===== config.mk =====
export PLATFORM = sky130hd
export DESIGN_NAME = uip_prioritizer
export DESIGN_NICKNAME = d
export VERILOG_FILES = /design/src/hdl/uip_pkg.sv /design/src/hdl/uip_prioritizer.sv
export VERILOG_INCLUDE_DIRS = /design/src /design/src/hdl
export SDC_FILE = /design/constraint.sdc
export NUM_CORES = 1
export LEC_CHECK = 0
export ABC_AREA = 1
export BUFFER_PORTS_ARGS = -buffer_cell sky130_fd_sc_hd__buf_4
export CORE_MARGIN = 3
export CORE_UTILIZATION = 39
export DETAILED_ROUTE_END_ITERATION = 8
export PLACE_DENSITY_LB_ADDON = 0.15
export SYNTH_ARGS = -nofsm -noshare
export SYNTH_HDL_FRONTEND = slang
export SYNTH_SLANG_ARGS = --single-unit
export TNS_END_PERCENT = 100

===== constraint.sdc =====
create_clock -name clk_in -period 7.56 [get_ports clk_in]
set_input_delay 2.268 -clock clk_in [delete_from_list [all_inputs] [get_ports clk_in]]
set_output_delay 2.268 -clock clk_in [all_outputs]
set_load 0.005 [all_outputs]

===== src/hdl/uip_regs.svh =====
// Offsets, field positions, reset values and timing counts
`ifndef UIP_REGS_SVH
`define UIP_REGS_SVH

`define UIP_ADDR_W          4
`define UIP_OFF_MASK        4'h1
`define UIP_OFF_SOURCE      4'h2
`define UIP_OFF_FIFO_CTL    4'h2
`define UIP_OFF_MODEM_CTL   4'h4
`define UIP_OFF_LINE_STAT   4'h5
`define UIP_OFF_MODEM_STAT  4'h6
`define UIP_OFF_FEATURE     4'h8
`define UIP_OFF_ENHANCED    4'h9
`define UIP_OFF_RX_TRIG     4'hA
`define UIP_OFF_TX_TRIG     4'hB
`define UIP_OFF_DEV_INT     4'hC

`define UIP_MASK_RX         0
`define UIP_MASK_TX         1
`define UIP_MASK_LSR        2
`define UIP_MASK_MSR        3
`define UIP_MASK_SPEC       5
`define UIP_MASK_RTS        6
`define UIP_MASK_CTS        7
`define UIP_FCR_EN          0
`define UIP_FCR_RX_LSB      6
`define UIP_FCR_TX_LSB      4
`define UIP_FEATURE_CONTROL_REG_TBL_LSB    6
`define UIP_FEATURE_CONTROL_REG_RS485      5
`define UIP_EFR_ENH         4
`define UIP_EFR_AUTO_RTS    6
`define UIP_EFR_AUTO_CTS    7
`define UIP_MCR_DSR_SEL     2

`define UIP_RST_BYTE        8'h00
`define UIP_RST_SEL         2'h0

// Trigger tables, one byte per selection except table A transmit (one byte for all), selection 0 in low byte
`define UIP_TRIG_A_RX       32'h0E080401
`define UIP_TRIG_A_TX       8'h01
`define UIP_TRIG_B_RX       32'h1C181008
`define UIP_TRIG_B_TX       32'h1E180810
`define UIP_TRIG_C_RX       32'h3C381008
`define UIP_TRIG_C_TX       32'h38201008

// Receive timeout in character times and bit times
`define UIP_TO_CHARS        4
`define UIP_TO_BITS         12

`endif


===== src/hdl/uip_pkg.sv =====
// Types of the interrupt prioritizer
package uip_pkg;

	typedef enum logic [7:0] {
		SRC_NONE  = 8'h01,
		SRC_LSR   = 8'h02,
		SRC_RECEIVE_READY_IRQ = 8'h04,
		SRC_RXTO  = 8'h08,
		SRC_TRANSMIT_READY_IRQ = 8'h10,
		SRC_MSR   = 8'h20,
		SRC_SPEC  = 8'h40,
		SRC_FLOW  = 8'h80
	} uip_src_t;

	typedef enum logic [1:0] {
		TBL_A = 2'h0,
		TBL_B = 2'h1,
		TBL_C = 2'h2,
		TBL_D = 2'h3
	} uip_tbl_t;

endpackage : uip_pkg


===== src/hdl/uip_prioritizer.sv =====
// UART channel interrupt prioritizer with trigger selection
`timescale 1ns/100ps
`default_nettype none
`include "uip_regs.svh"

module uip_prioritizer
	import uip_pkg::*;
#(
	parameter int CNT_W = 9
) (
	input  wire logic              clk_in,
	input  wire logic              reset_in,
	input  wire logic [3:0]        addr_in,
	input  wire logic [7:0]        wr_data_in,
	input  wire logic              wr_in,
	input  wire logic              rd_in,
	output logic      [7:0]        rd_data_out,
	input  wire logic              rx_push_in,
	input  wire logic [3:0]        rx_push_err_in,
	input  wire logic [3:0]        head_err_in,
	input  wire logic              fifo_err_in,
	input  wire logic              rx_pop_in,
	input  wire logic [CNT_W-1:0]  rx_count_in,
	input  wire logic              tx_push_in,
	input  wire logic [CNT_W-1:0]  tx_count_in,
	input  wire logic              tsr_empty_in,
	input  wire logic              bit_tick_in,
	input  wire logic [3:0]        char_bits_in,
	input  wire logic [3:0]        modem_delta_in,
	input  wire logic [3:0]        modem_state_in,
	input  wire logic              cts_pin_in,
	input  wire logic              dsr_pin_in,
	input  wire logic              rts_state_in,
	input  wire logic              dtr_state_in,
	input  wire logic              special_det_in,
	input  wire logic              wake_in,
	output logic                   fifo_en_out,
	output logic                   irq_out,
	output logic                   wake_irq_out
);

	if (CNT_W < 7 || CNT_W > 16) begin : g_chk
		$error("CNT_W must hold trigger levels, 7 to 16 bits");
	end

	////////////////////////////////////////////////////////////////////////
	// Functions

	function automatic logic [7:0] trig_lvl(input logic [1:0] tbl,
		input logic [1:0] sel, input logic tx, input logic [7:0] prog);
		logic [31:0] row;
		logic [7:0]  lvl;
		row = 32'h00000000;
		case (tbl)
			TBL_A: row = tx ? {4{`UIP_TRIG_A_TX}} : `UIP_TRIG_A_RX;
			TBL_B: row = tx ? `UIP_TRIG_B_TX : `UIP_TRIG_B_RX;
			TBL_C: row = tx ? `UIP_TRIG_C_TX : `UIP_TRIG_C_RX;
			default: row = {4{prog}};
		endcase
		lvl = row[sel*8 +: 8];
		return lvl;
	endfunction : trig_lvl

	function automatic logic [5:0] src_code(input uip_src_t s);
		logic [5:0] c;
		c = 6'h01;
		case (s)
			SRC_LSR:   c = 6'h06;
			SRC_RECEIVE_READY_IRQ: c = 6'h04;
			SRC_RXTO:  c = 6'h0C;
			SRC_TRANSMIT_READY_IRQ: c = 6'h02;
			SRC_MSR:   c = 6'h00;
			SRC_SPEC:  c = 6'h10;
			SRC_FLOW:  c = 6'h20;
			default:   c = 6'h01;
		endcase
		return c;
	endfunction : src_code

	////////////////////////////////////////////////////////////////////////
	// Registers

	logic [7:0]       mask_q;
	logic [7:0]       mcr_q;
	logic [7:0]       feature_control_reg_q;
	logic [7:0]       efr_q;
	logic [7:0]       rx_prog_q;
	logic [7:0]       tx_prog_q;
	logic [1:0]       rx_sel_q;
	logic [1:0]       tx_sel_q;
	logic             fifo_en_q;
	logic             rd_ls;
	logic             rd_ms;
	logic             rd_src;
	logic             rd_dev;
	logic [7:0]       rx_trig;
	logic [7:0]       tx_trig;
	logic [7:0]       line_stat;
	logic [3:0]       delta_q;
	uip_src_t         cur_q;

	assign rd_ls  = rd_in && addr_in == `UIP_OFF_LINE_STAT;
	assign rd_ms  = rd_in && addr_in == `UIP_OFF_MODEM_STAT;
	assign rd_src = rd_in && addr_in == `UIP_OFF_SOURCE;
	assign rd_dev = rd_in && addr_in == `UIP_OFF_DEV_INT;

	always_ff @(posedge clk_in) begin
		if (reset_in) begin
			mask_q    <= `UIP_RST_BYTE;
			mcr_q     <= `UIP_RST_BYTE;
			feature_control_reg_q    <= `UIP_RST_BYTE;
			efr_q     <= `UIP_RST_BYTE;
			rx_prog_q <= `UIP_RST_BYTE;
			tx_prog_q <= `UIP_RST_BYTE;
		end else if (wr_in) begin
			if (addr_in == `UIP_OFF_MASK) begin
				mask_q <= wr_data_in;
			end else if (addr_in == `UIP_OFF_MODEM_CTL) begin
				mcr_q <= wr_data_in;
			end else if (addr_in == `UIP_OFF_FEATURE) begin
				feature_control_reg_q <= wr_data_in;
			end else if (addr_in == `UIP_OFF_ENHANCED) begin
				efr_q <= wr_data_in;
			end else if (addr_in == `UIP_OFF_RX_TRIG) begin
				rx_prog_q <= wr_data_in;
			end else if (addr_in == `UIP_OFF_TX_TRIG) begin
				tx_prog_q <= wr_data_in;
			end
		end
	end

	// FIFO control: trigger selections load only with the enable bit written as one; transmit also needs the EFR enhanced bit
	always_ff @(posedge clk_in) begin
		if (reset_in) begin
			fifo_en_q <= 1'b0;
			rx_sel_q  <= `UIP_RST_SEL;
			tx_sel_q  <= `UIP_RST_SEL;
		end else if (wr_in && addr_in == `UIP_OFF_FIFO_CTL) begin
			fifo_en_q <= wr_data_in[`UIP_FCR_EN];
			if (wr_data_in[`UIP_FCR_EN]) begin
				rx_sel_q <= wr_data_in[`UIP_FCR_RX_LSB +: 2];
				if (efr_q[`UIP_EFR_ENH]) begin
					tx_sel_q <= wr_data_in[`UIP_FCR_TX_LSB +: 2];
				end
			end
		end
	end

	// One table serves both directions
	assign rx_trig = trig_lvl(feature_control_reg_q[`UIP_FEATURE_CONTROL_REG_TBL_LSB +: 2], rx_sel_q,
		1'b0, rx_prog_q);
	assign tx_trig = trig_lvl(feature_control_reg_q[`UIP_FEATURE_CONTROL_REG_TBL_LSB +: 2], tx_sel_q,
		1'b1, tx_prog_q);

	// Error bits follow the head character only; bit 7 flags the FIFO
	assign line_stat = {fifo_err_in, tx_count_in == '0 && tsr_empty_in,
		tx_count_in == '0, head_err_in, rx_count_in != '0};

	////////////////////////////////////////////////////////////////////////
	// Line status and receive sources

	logic             lsr_pend_q;
	logic             head_bad_q;
	logic             lsr_set;
	logic             rx_lvl;
	logic             to_pend_q;
	logic [7:0]       to_cnt_q;
	logic [7:0]       to_lim;

	assign lsr_set = (rx_push_in && rx_push_err_in != 4'h0)
		|| (head_err_in != 4'h0 && !head_bad_q);

	always_ff @(posedge clk_in) begin
		if (reset_in) begin
			lsr_pend_q <= 1'b0;
			head_bad_q <= 1'b0;
		end else begin
			head_bad_q <= head_err_in != 4'h0;
			if (lsr_set) begin
				lsr_pend_q <= 1'b1;
			end else if (rd_ls) begin
				lsr_pend_q <= 1'b0;
			end
		end
	end

	assign rx_lvl = fifo_en_q ? rx_count_in >= CNT_W'(rx_trig)
		: rx_count_in != '0;
	assign to_lim = 8'(`UIP_TO_CHARS * char_bits_in + `UIP_TO_BITS);

	always_ff @(posedge clk_in) begin
		if (reset_in) begin
			to_cnt_q  <= 8'h00;
			to_pend_q <= 1'b0;
		end else begin
			if (rx_push_in || rx_pop_in) begin
				to_cnt_q <= 8'h00;
			end else if (fifo_en_q && bit_tick_in && rx_count_in != '0
				&& !rx_lvl && to_cnt_q < to_lim) begin
				to_cnt_q <= to_cnt_q + 8'h01;
			end
			if (rx_pop_in) begin
				to_pend_q <= 1'b0;
			end else if (fifo_en_q && to_cnt_q == to_lim
				&& rx_count_in != '0 && !rx_lvl) begin
				to_pend_q <= 1'b1;
			end
		end
	end

	////////////////////////////////////////////////////////////////////////
	// Transmit ready

	logic             tx_pend_q;
	logic             tx_empty_q;
	logic             tx_below_q;
	logic             tx_reached_q;
	logic             tx_empty;
	logic             tx_below;
	logic             tx_set;

	assign tx_empty = tx_count_in == '0 && (!fifo_en_q
		|| !feature_control_reg_q[`UIP_FEATURE_CONTROL_REG_RS485] || tsr_empty_in);
	assign tx_below = tx_count_in < CNT_W'(tx_trig);
	assign tx_set = (tx_empty && !tx_empty_q)
		|| (fifo_en_q && tx_reached_q && tx_below && !tx_below_q);

	always_ff @(posedge clk_in) begin
		if (reset_in) begin
			tx_pend_q    <= 1'b0;
			tx_empty_q   <= 1'b1;
			tx_below_q   <= 1'b1;
			tx_reached_q <= 1'b0;
		end else begin
			tx_empty_q <= tx_empty;
			tx_below_q <= tx_below;
			if (!tx_below) begin
				tx_reached_q <= 1'b1;
			end else if (tx_set) begin
				tx_reached_q <= 1'b0;
			end
			if (tx_set) begin
				tx_pend_q <= 1'b1;
			end else if (tx_push_in || (rd_src && cur_q == SRC_TRANSMIT_READY_IRQ)) begin
				tx_pend_q <= 1'b0;
			end
		end
	end

	////////////////////////////////////////////////////////////////////////
	// Modem, flow pins, special character and wake-up

	logic [2:0]       cts_s_q;
	logic [2:0]       dsr_s_q;
	logic             cts_f_q;
	logic             dsr_f_q;
	logic             rts_p_q;
	logic             dtr_p_q;
	logic             in_rise;
	logic             out_rise;
	logic             flow_pend_q;
	logic             spec_pend_q;
	logic             wake_q;
	logic             dsr_sel;

	assign dsr_sel = mcr_q[`UIP_MCR_DSR_SEL];

	// Pins pass three flops; a level counts once the last two agree
	always_ff @(posedge clk_in) begin
		if (reset_in) begin
			cts_s_q <= 3'h0;
			dsr_s_q <= 3'h0;
			cts_f_q <= 1'b0;
			dsr_f_q <= 1'b0;
			rts_p_q <= 1'b0;
			dtr_p_q <= 1'b0;
		end else begin
			cts_s_q <= {cts_s_q[1:0], cts_pin_in};
			dsr_s_q <= {dsr_s_q[1:0], dsr_pin_in};
			if (cts_s_q[1] == cts_s_q[2]) begin
				cts_f_q <= cts_s_q[2];
			end
			if (dsr_s_q[1] == dsr_s_q[2]) begin
				dsr_f_q <= dsr_s_q[2];
			end
			rts_p_q <= rts_state_in;
			dtr_p_q <= dtr_state_in;
		end
	end

	assign in_rise = efr_q[`UIP_EFR_AUTO_CTS] && (dsr_sel
		? (dsr_s_q[1] == dsr_s_q[2] && dsr_s_q[2] && !dsr_f_q)
		: (cts_s_q[1] == cts_s_q[2] && cts_s_q[2] && !cts_f_q));
	assign out_rise = efr_q[`UIP_EFR_AUTO_RTS] && (dsr_sel
		? (dtr_state_in && !dtr_p_q)
		: (rts_state_in && !rts_p_q));

	always_ff @(posedge clk_in) begin
		if (reset_in) begin
			delta_q     <= 4'h0;
			flow_pend_q <= 1'b0;
			spec_pend_q <= 1'b0;
			wake_q      <= 1'b0;
		end else begin
			delta_q <= (rd_ms ? 4'h0 : delta_q) | modem_delta_in;
			if (in_rise || out_rise) begin
				flow_pend_q <= 1'b1;
			end else if (rd_ms) begin
				flow_pend_q <= 1'b0;
			end
			if (special_det_in) begin
				spec_pend_q <= 1'b1;
			end else if (rd_src && cur_q == SRC_SPEC) begin
				spec_pend_q <= 1'b0;
			end
			if (wake_in) begin
				wake_q <= 1'b1;
			end else if (rd_dev) begin
				wake_q <= 1'b0;
			end
		end
	end

	////////////////////////////////////////////////////////////////////////
	// Prioritizer

	uip_src_t         cur_d;
	logic [6:0]       act;
	logic             cur_live;
	logic             enh;

	assign enh = efr_q[`UIP_EFR_ENH];
	assign act = {
		flow_pend_q && enh && (mask_q[`UIP_MASK_CTS] || mask_q[`UIP_MASK_RTS]),
		spec_pend_q && enh && mask_q[`UIP_MASK_SPEC],
		delta_q != 4'h0 && mask_q[`UIP_MASK_MSR],
		tx_pend_q && mask_q[`UIP_MASK_TX],
		to_pend_q && mask_q[`UIP_MASK_RX],
		rx_lvl && mask_q[`UIP_MASK_RX],
		lsr_pend_q && mask_q[`UIP_MASK_LSR]
	};

	always_comb begin
		cur_live = 1'b0;
		case (cur_q)
			SRC_LSR:   cur_live = act[0];
			SRC_RECEIVE_READY_IRQ: cur_live = act[1];
			SRC_RXTO:  cur_live = act[2];
			SRC_TRANSMIT_READY_IRQ: cur_live = act[3];
			SRC_MSR:   cur_live = act[4];
			SRC_SPEC:  cur_live = act[5];
			SRC_FLOW:  cur_live = act[6];
			default:   cur_live = 1'b0;
		endcase
	end

	// Current source holds until serviced, then highest wins
	always_comb begin
		cur_d = SRC_NONE;
		if (cur_live) begin
			cur_d = cur_q;
		end else if (act[0]) begin
			cur_d = SRC_LSR;
		end else if (act[1]) begin
			cur_d = SRC_RECEIVE_READY_IRQ;
		end else if (act[2]) begin
			cur_d = SRC_RXTO;
		end else if (act[3]) begin
			cur_d = SRC_TRANSMIT_READY_IRQ;
		end else if (act[4]) begin
			cur_d = SRC_MSR;
		end else if (act[5]) begin
			cur_d = SRC_SPEC;
		end else if (act[6]) begin
			cur_d = SRC_FLOW;
		end
	end

	always_ff @(posedge clk_in) begin
		if (reset_in) begin
			cur_q        <= SRC_NONE;
			irq_out      <= 1'b0;
			wake_irq_out <= 1'b0;
			fifo_en_out  <= 1'b0;
		end else begin
			cur_q        <= cur_d;
			irq_out      <= cur_d != SRC_NONE;
			wake_irq_out <= wake_in || (wake_q && !rd_dev);
			fifo_en_out  <= fifo_en_q;
		end
	end

	////////////////////////////////////////////////////////////////////////
	// Read data

	always_ff @(posedge clk_in) begin
		if (reset_in) begin
			rd_data_out <= 8'h00;
		end else if (!rd_in) begin
			rd_data_out <= 8'h00;
		end else if (addr_in == `UIP_OFF_MASK) begin
			rd_data_out <= mask_q;
		end else if (addr_in == `UIP_OFF_SOURCE) begin
			rd_data_out <= {{2{fifo_en_q}}, src_code(cur_q)};
		end else if (addr_in == `UIP_OFF_MODEM_CTL) begin
			rd_data_out <= mcr_q;
		end else if (addr_in == `UIP_OFF_LINE_STAT) begin
			rd_data_out <= line_stat;
		end else if (addr_in == `UIP_OFF_MODEM_STAT) begin
			rd_data_out <= {modem_state_in, delta_q | modem_delta_in};
		end else if (addr_in == `UIP_OFF_FEATURE) begin
			rd_data_out <= feature_control_reg_q;
		end else if (addr_in == `UIP_OFF_ENHANCED) begin
			rd_data_out <= efr_q;
		end else if (addr_in == `UIP_OFF_RX_TRIG) begin
			rd_data_out <= rx_prog_q;
		end else if (addr_in == `UIP_OFF_TX_TRIG) begin
			rd_data_out <= tx_prog_q;
		end else if (addr_in == `UIP_OFF_DEV_INT) begin
			rd_data_out <= {6'h00, wake_q, cur_q != SRC_NONE};
		end else begin
			rd_data_out <= 8'h00;
		end
	end

	////////////////////////////////////////////////////////////////////////
	// Assertions

	a_src_fifo_bits: assert property (@(posedge clk_in) disable iff (reset_in)
		rd_src |=> rd_data_out[7:6] == {2{$past(fifo_en_q)}})
		else $error("source bits 7:6 do not follow FIFO enable");
	a_src_none_bit: assert property (@(posedge clk_in) disable iff (reset_in)
		rd_src |=> rd_data_out[0] == ($past(cur_q) == SRC_NONE))
		else $error("source bit 0 wrong");
	a_hold_current: assert property (@(posedge clk_in) disable iff (reset_in)
		cur_q != SRC_NONE && cur_live |=> cur_q == $past(cur_q))
		else $error("pending source replaced before service");
	a_lsr_on_err: assert property (@(posedge clk_in) disable iff (reset_in)
		rx_push_in && rx_push_err_in != 4'h0 |=> lsr_pend_q)
		else $error("errored character raised no line status");
	a_lsr_read_clr: assert property (@(posedge clk_in) disable iff (reset_in)
		rd_ls && !lsr_set |=> !lsr_pend_q)
		else $error("line status read did not clear");
	a_lsr_masked: assert property (@(posedge clk_in) disable iff (reset_in)
		!mask_q[`UIP_MASK_LSR] && $past(!mask_q[`UIP_MASK_LSR])
		|-> cur_q != SRC_LSR)
		else $error("masked line status presented");
	a_timeout_clr: assert property (@(posedge clk_in) disable iff (reset_in)
		rx_pop_in |=> !to_pend_q ##1 to_cnt_q <= 8'h01)
		else $error("receive read did not clear timeout");
	a_special_set: assert property (@(posedge clk_in) disable iff (reset_in)
		special_det_in |=> spec_pend_q)
		else $error("special character not flagged");
	a_wake_out: assert property (@(posedge clk_in) disable iff (reset_in)
		wake_in ##1 !rd_dev |=> wake_irq_out)
		else $error("wake-up indicator lost");
	a_tx_write_clr: assert property (@(posedge clk_in) disable iff (reset_in)
		tx_push_in && !tx_set |=> !tx_pend_q)
		else $error("transmit write did not clear ready");

endmodule : uip_prioritizer

`default_nettype wire


==> impl_metrics.ini, run 1 <==
[clock_tree]
cts_buffers = 9
cts-root-buf = clkbuf_16
cts_htree_levels = 3
clk_path_buf_depth = 2
clkTransAtPathRegs_ns = 0.06
holdBufCountCts = 0
clk_latency_ns = 0.35
cts_setup_buffers = 0
cts_tree = built
cts.sinks = 104
cts_resized = 0

[setup_path]
r2r_cells = 13
path_max_fanout = 12
cp-start-kind = input pin
worstPathArrival_ns = 4.53
cp.required_ns = 7.85
path_class = in -> reg
endpoint_kind = flip-flop
rrSetupSlack_ns = 4.31

[floorplanning]
die_area_um2 = 15900
die_width_um = 126
design.portCount = 77
initial_utilization_pct = 40.1
core_um2 = 14000
rows = 43
die_h_um = 126

[pwr]
ir_drop_v = 0.0000994
p_leak_nw = 2.89
power.density_nw_per_um2 = 175

[placed_design]
io_buffers = 76
dp_hpwl_um = 12200
place_area_um2 = 6310
gp_congestion = 0.876

[timing]
setup_viol = 0
fin_crit_sh_pct = 56.1
whs_ns = 0.404
tightest_slew_ns = 0.823
finalCriticalPeriod_ns = 4.24
fin_tns_setup_ns = 0
grt_setup_unrepaired = false
drv_slew = 0
final-hold-violation-count = 0
clock.fmax_ghz = 0.236
slew_headroom_pct = 45.0
clock_skew_ns = 0.00848

[detailed_routing]
drt-wirelength-per-cell_um = 15.0
wl_met1_um = 7630
drt_iter0_drc = 432
antenna_left = 0
first_pass_iters = 5
wl_met3_um = 868
route.met2.wl_um = 7070
top_layer = met4
vias = 5402
drc = 0
routed_wl_um = 16000
detail_route.vias_per_cell = 5.06

[yosys]
synth_edf_count = 0
netlist_area_um2 = 5610
yosysTopAreaCellShare_pct = 37.1
synth_largest_area_cell = dfxtp_1
syn-num-nets = 914
async_flop_share_pct = 0
ys_types = 42
avgSynthCellArea_um2 = 6.86
ys_warn_count = 0
synth_seq_cells = 104
postSynthCellCount = 818
ys_seq_area_share_pct = 37.1
synth_area_leaders = dfxtp_1 (37%), nand2_1 (9.1%), inv_1 (8.1%)
synth_flop_cell = dfxtp_1

[global_routing]
grt_pass1_vias = 5042
grt-ovfl-total = 0
grt_start_max_net_pins = 46
grt_usage_pct = 20.5
antenna_found_initial = 0
grt_pass1_wl_um = 26000

[hold_path]
min_path_cells = 2
holdCritPathClass = reg -> reg

[cells_and_area]
fill_cells = 1455
final_area_um2 = 6610
layout_common_cells = nand2_1 (136), inv_1 (121), nor2_1 (111)
layout_commonest_cell = nand2_1
area_growth_pct = 17.8
n_antenna_cell = 0
final_layout_size_suffix_gt1_share_pct = 12.3
nets = 980

[outcome]
outcome = finished clean

[run]
maxCapViolCount = 0
==> metrics by stage <==
| stage | total power, mW | util, % | setup WS (ns) | instances |
|---|---|---|---|---|
| after detailed placement | 0.699 | 45.1 | 3.01 | 1053 |
| after floorplan | 0.641 | - | 3.61 | 818 |
| final | 1.16 | 47.2 | 3.32 | 1067 |
| after CTS | 1.17 | 47.2 | 3.36 | 1067 |
| after global placement | 0.698 | 45.1 | 3.17 | 1053 |
| after global routing | 1.21 | 47.2 | 3.10 | 1067 |
==> synthesized netlist by cell type, drive strengths merged (2+ instances only) <==
library cell and number:
nand2 140, inv 123, nor2 116, dfxtp 104
a21oi 79, o21ai 69, nand3 50, ha 30
clkbuf 15, nand3b 13, nand4 13, nor3 11
nor4 8, buf 7, o22ai 5, xor2 5
nor3b 4, o2111ai 3, o211ai 3, xnor2 3
a22oi 2, o21a 2, o221ai 2, or2 2
==> sequential cells by signal (all words and copies together), names as in the netlist, 2 cells and up <==
name	flops
feature_control_reg_q	8
tx_prog_q	8
rd_data_out	8
tx_sel_q	2
mask_q	8
cts_s_q	3
cur_q	8
rx_prog_q	8
delta_q	4
rx_sel_q	2
mcr_q	8
to_cnt_q	8
efr_q	8
dsr_s_q	3
==> worst paths after layout <==
path,start,to
max reg2reg,feature_control_reg_q[6],to_cnt_q[1]
min,cts_s_q[0],cts_s_q[1]
max,addr_in[0],efr_q[0]
min reg2reg,cts_s_q[0],cts_s_q[1]
==> report_power, final <==
group          internal [mW]  switching [mW]  leakage (nW)
logic                 0.0495          0.0700          1.90
clock network          0.271           0.199         0.143
registers              0.561         0.00611         0.846
total                  0.881           0.275          2.89
==> routing by layer <==
layer | global-route usage (%) | up-vias
met2 | 31.8 | 174
met4 | 7.57 | 0
li1 | - | 2812
met1 | 29.0 | 2388
met3 | 2.88 | 28
met5 | 0 | -
==> critical path, cell delays in order <==
cell     delay (ns)
buf_4          0.12
inv_1          0.07
nor2_2         0.05
nand2_2        0.20
inv_2          0.15
nor2_1         0.65
nand4_1        0.55
inv_1          0.29
nor2_1         0.06
nor2_1         0.09
==> logic make-up after synthesis <==
| group | synth area share, % |
|---|---|
| AO/OA/AOI/OAI | 16.5 |
| XOR/XNOR | 1.25 |
| adder cells (fa/ha/maj) | 6.69 |
| flip-flops | 37.1 |
| buffers and inverters | 10.1 |
| AND/OR/NAND/NOR | 28.4 |
==> cell type report <==
type | instances | area (um^2) | share of cell area, %
multi-input cells | 568 | 2960 | 44.8
flip-flops and latches | 104 | 2080 | 31.5
repair buffers | 77 | 578 | 8.75
inverters | 124 | 465 | 7.05
clock buffers | 11 | 253 | 3.83
well taps | 180 | 225 | 3.41
clock inverters | 3 | 42.5 | 0.644
No activity file was read; power rests on OpenSTA's default activity.
==> run 2, diff against run 1 <==
--- a/config.mk
+++ b/config.mk
@@ -6,7 +6,7 @@
 export SDC_FILE = /design/constraint.sdc
 export NUM_CORES = 1
 export LEC_CHECK = 0
-export ABC_AREA = 1
+export ABC_AREA = 0
 export BUFFER_PORTS_ARGS = -buffer_cell sky130_fd_sc_hd__buf_4
 export CORE_MARGIN = 3
 export CORE_UTILIZATION = 39
==> constraint.sdc (replaced) <==
create_clock -name clk_in -period 3.78 [get_ports clk_in]
set_input_delay 1.134 -clock clk_in [delete_from_list [all_inputs] [get_ports clk_in]]
set_output_delay 1.134 -clock clk_in [all_outputs]
set_load 0.005 [all_outputs]
==> impl_metrics.ini, run 2 <==
[global_routing]
grt_pass1_vias = 4672
grt_pass1_wl_um = 24900
grt_start_max_net_pins = 57
antenna_found_initial = 1
grt-ovfl-total = 0
grt_usage_pct = 21.2

[clock_tree]
clkTransAtPathRegs_ns = 0.07
holdBufCountCts = 0
cts_resized = 0
clk_latency_ns = 0.36
cts-root-buf = clkbuf_16
cts_setup_buffers = 0
cts_buffers = 9
cts_htree_levels = 3
cts_tree = built
cts.sinks = 104
clk_path_buf_depth = 2

[floorplanning]
die_area_um2 = 15400
die_width_um = 124
core_um2 = 13500
rows = 42
design.portCount = 77
die_h_um = 124
initial_utilization_pct = 40.4

[outcome]
outcome = finished clean

[yosys]
synth_largest_area_cell = dfxtp_1
syn-num-nets = 736
avgSynthCellArea_um2 = 8.49
ys_seq_area_share_pct = 38.3
yosysMostFrequentCell = dfxtp_1
ys_warn_count = 0
synth_seq_cells = 104
postSynthCellCount = 640
async_flop_share_pct = 0
synth_flop_cell = dfxtp_1
ys_types = 59
yosysTopAreaCellShare_pct = 38.3
synth_area_leaders = dfxtp_1 (38%), mux2i_1 (7.9%), ha_1 (6.9%)
synth_edf_count = 0
netlist_area_um2 = 5440
ys_top_cells_by_count = dfxtp_1 (104), nor2_1 (86), a21oi_1 (57), nand2_1 (55), mux2i_1 (43)

[hold_path]
min_to = cts_s_q[1]
worstHoldStart = cts_s_q[0]
holdCritPathClass = reg -> reg
min_path_cells = 1

[timing]
clock_skew_ns = 0.00999
grt_setup_unrepaired = false
finalCriticalPeriod_ns = 3.16
slew_headroom_pct = 36.2
final.setup.worst_slack_ns = 0.618
drv_slew = 0
setup_viol = 0
tightest_slew_ns = 0.949
final-hold-violation-count = 0
fin_crit_sh_pct = 83.6
clock.fmax_ghz = 0.316
fin_tns_setup_ns = 0

[detailed_routing]
detail_route.vias_per_cell = 5.70
drt_iter0_drc = 510
routed_wl_um = 15900
antenna_left = 0
drc = 0
drt-wirelength-per-cell_um = 18.0
vias = 5044
first_pass_iters = 6

[setup_path]
path_class = reg -> reg
path_max_fanout = 14
r2r_cells = 10
cp_slowest_cell = or3b_2
path_buf_inv = 1
worstPathArrival_ns = 3.44
path_cells = ha_1 > buf_4 > and4b_1 > a21oi_1 > ha_1 > a21oi_1 > a21boi_0 > or3_1 > or3b_2 > a31oi_1
cp-start-kind = flip-flop
cp_top_family = simple AND/OR/NAND/NOR gates
timing.rr.start = feature_control_reg_q[7]
cp.required_ns = 4.06
rrSetupSlack_ns = 0.62
endpoint_kind = flip-flop
r2r-end = tx_pend_q
max_stage_delay_ns = 0.48

[cells_and_area]
final_layout_size_suffix_gt1_share_pct = 16.4
area_growth_pct = 18.8
nets = 800
layout_common_cells = dfxtp_1 (104), nor2_1 (86), buf_4 (86)
layout_commonest_cell = dfxtp_1
n_antenna_cell = 0
fin_util_pct = 48.0

[pwr]
power.density_nw_per_um2 = 357
power.total_mw = 2.31
p_leak_nw = 2.47
ir_drop_v = 0.000203

[placed_design]
gp_congestion = 0.888
place_ws_ns = 0.441
dp_hpwl_um = 12000
io_buffers = 76

[run]
maxCapViolCount = 0
==> run 2: cell families (layout without fill, tap and decap cells) <==
group / Yosys count / count (layout) / share of synthesized area, %
buf+inv: 50 / 119 / 3.71
fa+ha+maj: 30 / 30 / 6.91
xor+xnor: 4 / 4 / 0.645
compound gates: 141 / 141 / 16.4
simple gates: 261 / 261 / 23.4
mux: 50 / 50 / 10.6
flops: 104 / 104 / 38.3
==> run 2: cell type report <==
type                    count  area, um^2
repair buffers             86         646
clock buffers              10         229
well taps                 176         220
inverters                  17        63.8
fillers                  1363        6990
flip-flops and latches    104        2080
clock inverters             6        66.3
multi-input cells         486        3150
==> run 2: worst register-to-register path, stage by stage, from the launching register on <==
cell      delay (ns)
dfxtp_1         0.43
ha_1            0.44
buf_4           0.27
and4b_1         0.22
a21oi_1         0.14
ha_1            0.26
a21oi_1         0.14
a21boi_0        0.10
or3_1           0.43
or3b_2          0.48
a31oi_1         0.18
==> run 2: stage by stage <==
stage	area (um^2)	hold slack, ns	instances
global placement	6160	0.418	869
finish	6460	0.443	885
detailed placement	6160	0.432	869
CTS	6460	0.449	885
floorplan	5440	0.414	640
global route	6460	0.458	885
==> run 2: worst max path at each step <==
stage                                        start          end  slack, ns  cells after the start
final                     feature_control_reg_q[7]    tx_pend_q       0.62                     10
after global routing      feature_control_reg_q[7]    tx_pend_q       0.38                     10
after CTS                 feature_control_reg_q[7]    tx_pend_q       0.61                     10
after detailed placement            rx_count_in[7]  to_cnt_q[6]       0.44                      8
after global placement              rx_count_in[7]  to_cnt_q[6]       0.53                      8
after floorplan                     rx_count_in[7]  to_cnt_q[3]       0.66                      8
==> run 2: where the power goes <==
group | total, mW | switching [mW] | internal [mW]
Combinational | 0.231 | 0.128 | 0.102
Clock | 0.945 | 0.427 | 0.518
Sequential | 1.13 | 0.0139 | 1.12
Total | 2.31 | 0.570 | 1.74
==> run 2: per-layer routing <==
layer / vias up / part of all wire, % / wire, um / track usage (%)
met4: 2 / 1.7 / 268 / 7.05
met5: - / 0.082 / 13 / 0
li1: 2463 / - / - / -
met2: 172 / 48 / 7600 / 35.3
met3: 25 / 6.4 / 1020 / 4.54
met1: 2382 / 44 / 7010 / 27.4
==> run 3, diff against run 2 <==
==> constraint.sdc (replaced) <==
create_clock -name clk_in -period 2.8 [get_ports clk_in]
set_input_delay 0.84 -clock clk_in [delete_from_list [all_inputs] [get_ports clk_in]]
set_output_delay 0.84 -clock clk_in [all_outputs]
set_load 0.005 [all_outputs]
==> impl_metrics.ini, run 3 (same netlist as run 2, synthesis figures left out) <==
[outcome]
outcome = finished clean

[clock_tree]
cts-root-buf = clkbuf_16
cts_buffers = 9
cts_tree = built
clkTransAtPathRegs_ns = 0.07
holdBufCountCts = 0
cts.sinks = 104
clk_latency_ns = 0.35
clk_path_buf_depth = 2
cts_htree_levels = 3

[timing]
grt_setup_unrepaired = true
fin_crit_sh_pct = 97.3
fin_tns_setup_ns = 0
slew_headroom_pct = 53.7
final-hold-violation-count = 0
clock.fmax_ghz = 0.367
finalCriticalPeriod_ns = 2.72
clock_skew_ns = 0.00742
tightest_slew_ns = 0.688
setup_viol = 0
drv_slew = 0

[detailed_routing]
first_pass_iters = 5
vias = 5117
routed_wl_um = 16300
drc = 0
detail_route.vias_per_cell = 5.61
antenna_left = 0
drt_iter0_drc = 666
drt-wirelength-per-cell_um = 17.9

[setup_path]
path_class = reg -> reg
path_buf_inv = 1
cp.required_ns = 3.08
path_max_fanout = 5
rrSetupSlack_ns = 0.08
cp_slowest_cell = dfxtp_4
cp-start-kind = flip-flop
path_cells = inv_4 > ha_4 > a21oi_1 > a211oi_1 > a21oi_1 > ha_1 > nand3_1 > a21oi_1 > a21boi_2 > or3_4 > or3b_4 > a31oi_1
crit_top_cell = a21oi_1
cp_top_family = simple AND/OR/NAND/NOR gates
max_stage_delay_ns = 0.41
endpoint_kind = flip-flop
worstPathArrival_ns = 3.00

[global_routing]
grt_pass1_wl_um = 25100
grt_start_max_net_pins = 75
grt_pass1_vias = 4897
grt-ovfl-total = 0
grt_usage_pct = 21.2
antenna_found_initial = 0

[floorplanning]
die_h_um = 124
design.portCount = 77
die_area_um2 = 15400
initial_utilization_pct = 40.4
rows = 42
core_um2 = 13500
die_width_um = 124

[cells_and_area]
area_growth_pct = 24.6
n_antenna_cell = 0
layout_common_cells = buf_4 (111), dfxtp_1 (102), nor2_1 (86)
fill_cells = 1332
stdcell_count = 912
nets = 827
ff_latch_area_um2 = 2090
final_layout_size_suffix_gt1_share_pct = 21.6
layout_commonest_cell = buf_4
multi_input_area_um2 = 3230

[hold_path]
holdCritPathClass = reg -> reg

[placed_design]
dp_hpwl_um = 12100
gp_congestion = 0.920
io_buffers = 76
placedCellCount = 895

[run]
maxCapViolCount = 0

[pwr]
power.density_nw_per_um2 = 462
p_leak_nw = 2.62
ir_drop_v = 0.000318
[run 3: cell types whose count changed in the layout (fill, tap and decap cells not counted), moves of 2 or more]
| cell | delta |
|---|---|
| buf_4 | +25 |
| ha_1 | -3 |
| ha_4 | +3 |
| a21oi_1 | -2 |
| a21oi_2 | +2 |
| dfxtp_1 | -2 |
| dfxtp_4 | +2 |
| inv_1 | -2 |
[run 3: power breakdown]
group	internal, mW	total, mW	switching (mW)
sequential	1.51	1.53	0.0189
combinational	0.155	0.335	0.180
clock	0.695	1.27	0.576
[run 3: area by class of cell]
class	count	share of cell area, %
clock buffer	9	3.33
clock inverter	7	1.03
inverter	17	1.05
multi-input combinational	486	47.7
sequential	104	30.9
tap	176	3.25
timing repair buffer	113	12.8
[run 3: per-stage QoR]
step | worst slack [ns] | hold slack [ns] | total power, mW | utilization (%) | cell area, um^2
after floorplan | 0.00958 | 0.414 | 1.72 | - | 5450
after global placement | -0.0686 | 0.421 | 1.88 | 47.4 | 6370
after detailed placement | -0.111 | 0.423 | 1.89 | 47.4 | 6370
after CTS | 0.0135 | 0.440 | 3.15 | 49.8 | 6700
after global routing | -0.0491 | 0.468 | 3.24 | 50.3 | 6770
final | 0.0768 | 0.441 | 3.13 | 50.3 | 6770
[run 3: path summary, 6_finish.rpt]
check                                              start    endpoint  depth (start not counted)
worst max-delay path            feature_control_reg_q[7]   tx_pend_q                         12
worst min-delay path                          cts_s_q[0]  cts_s_q[1]                          1
worst max register to register  feature_control_reg_q[7]   tx_pend_q                         12
worst min register to register                cts_s_q[0]  cts_s_q[1]                          1
[run 3: per-layer routing]
layer  GRT usage, %  wire length, um  vias to the layer above
li1               -                -                     2512
met1           27.2             6970                     2392
met2           34.9             7750                      187
met3           5.50             1220                       26
met4           6.78              367                        0
met5              0                0                        -
[run 3: worst reg2reg max path, delay by kind of cell, from the launching register on]
| family | cells | cell delay [ns] |
|---|---|---|
| compound gates | 6 | 0.76 |
| fa+ha+maj | 2 | 0.58 |
| buf+inv | 1 | 0.06 |
| flops | 1 | 0.41 |
| simple gates | 3 | 0.84 |
[run 3: timing repair]
action,CTS,global route
pin swaps,2,12
setup buffers,0,1
setup endpoints to repair,5,10
gates resized for setup,9,16
endpoints found under the hold margin,0,0
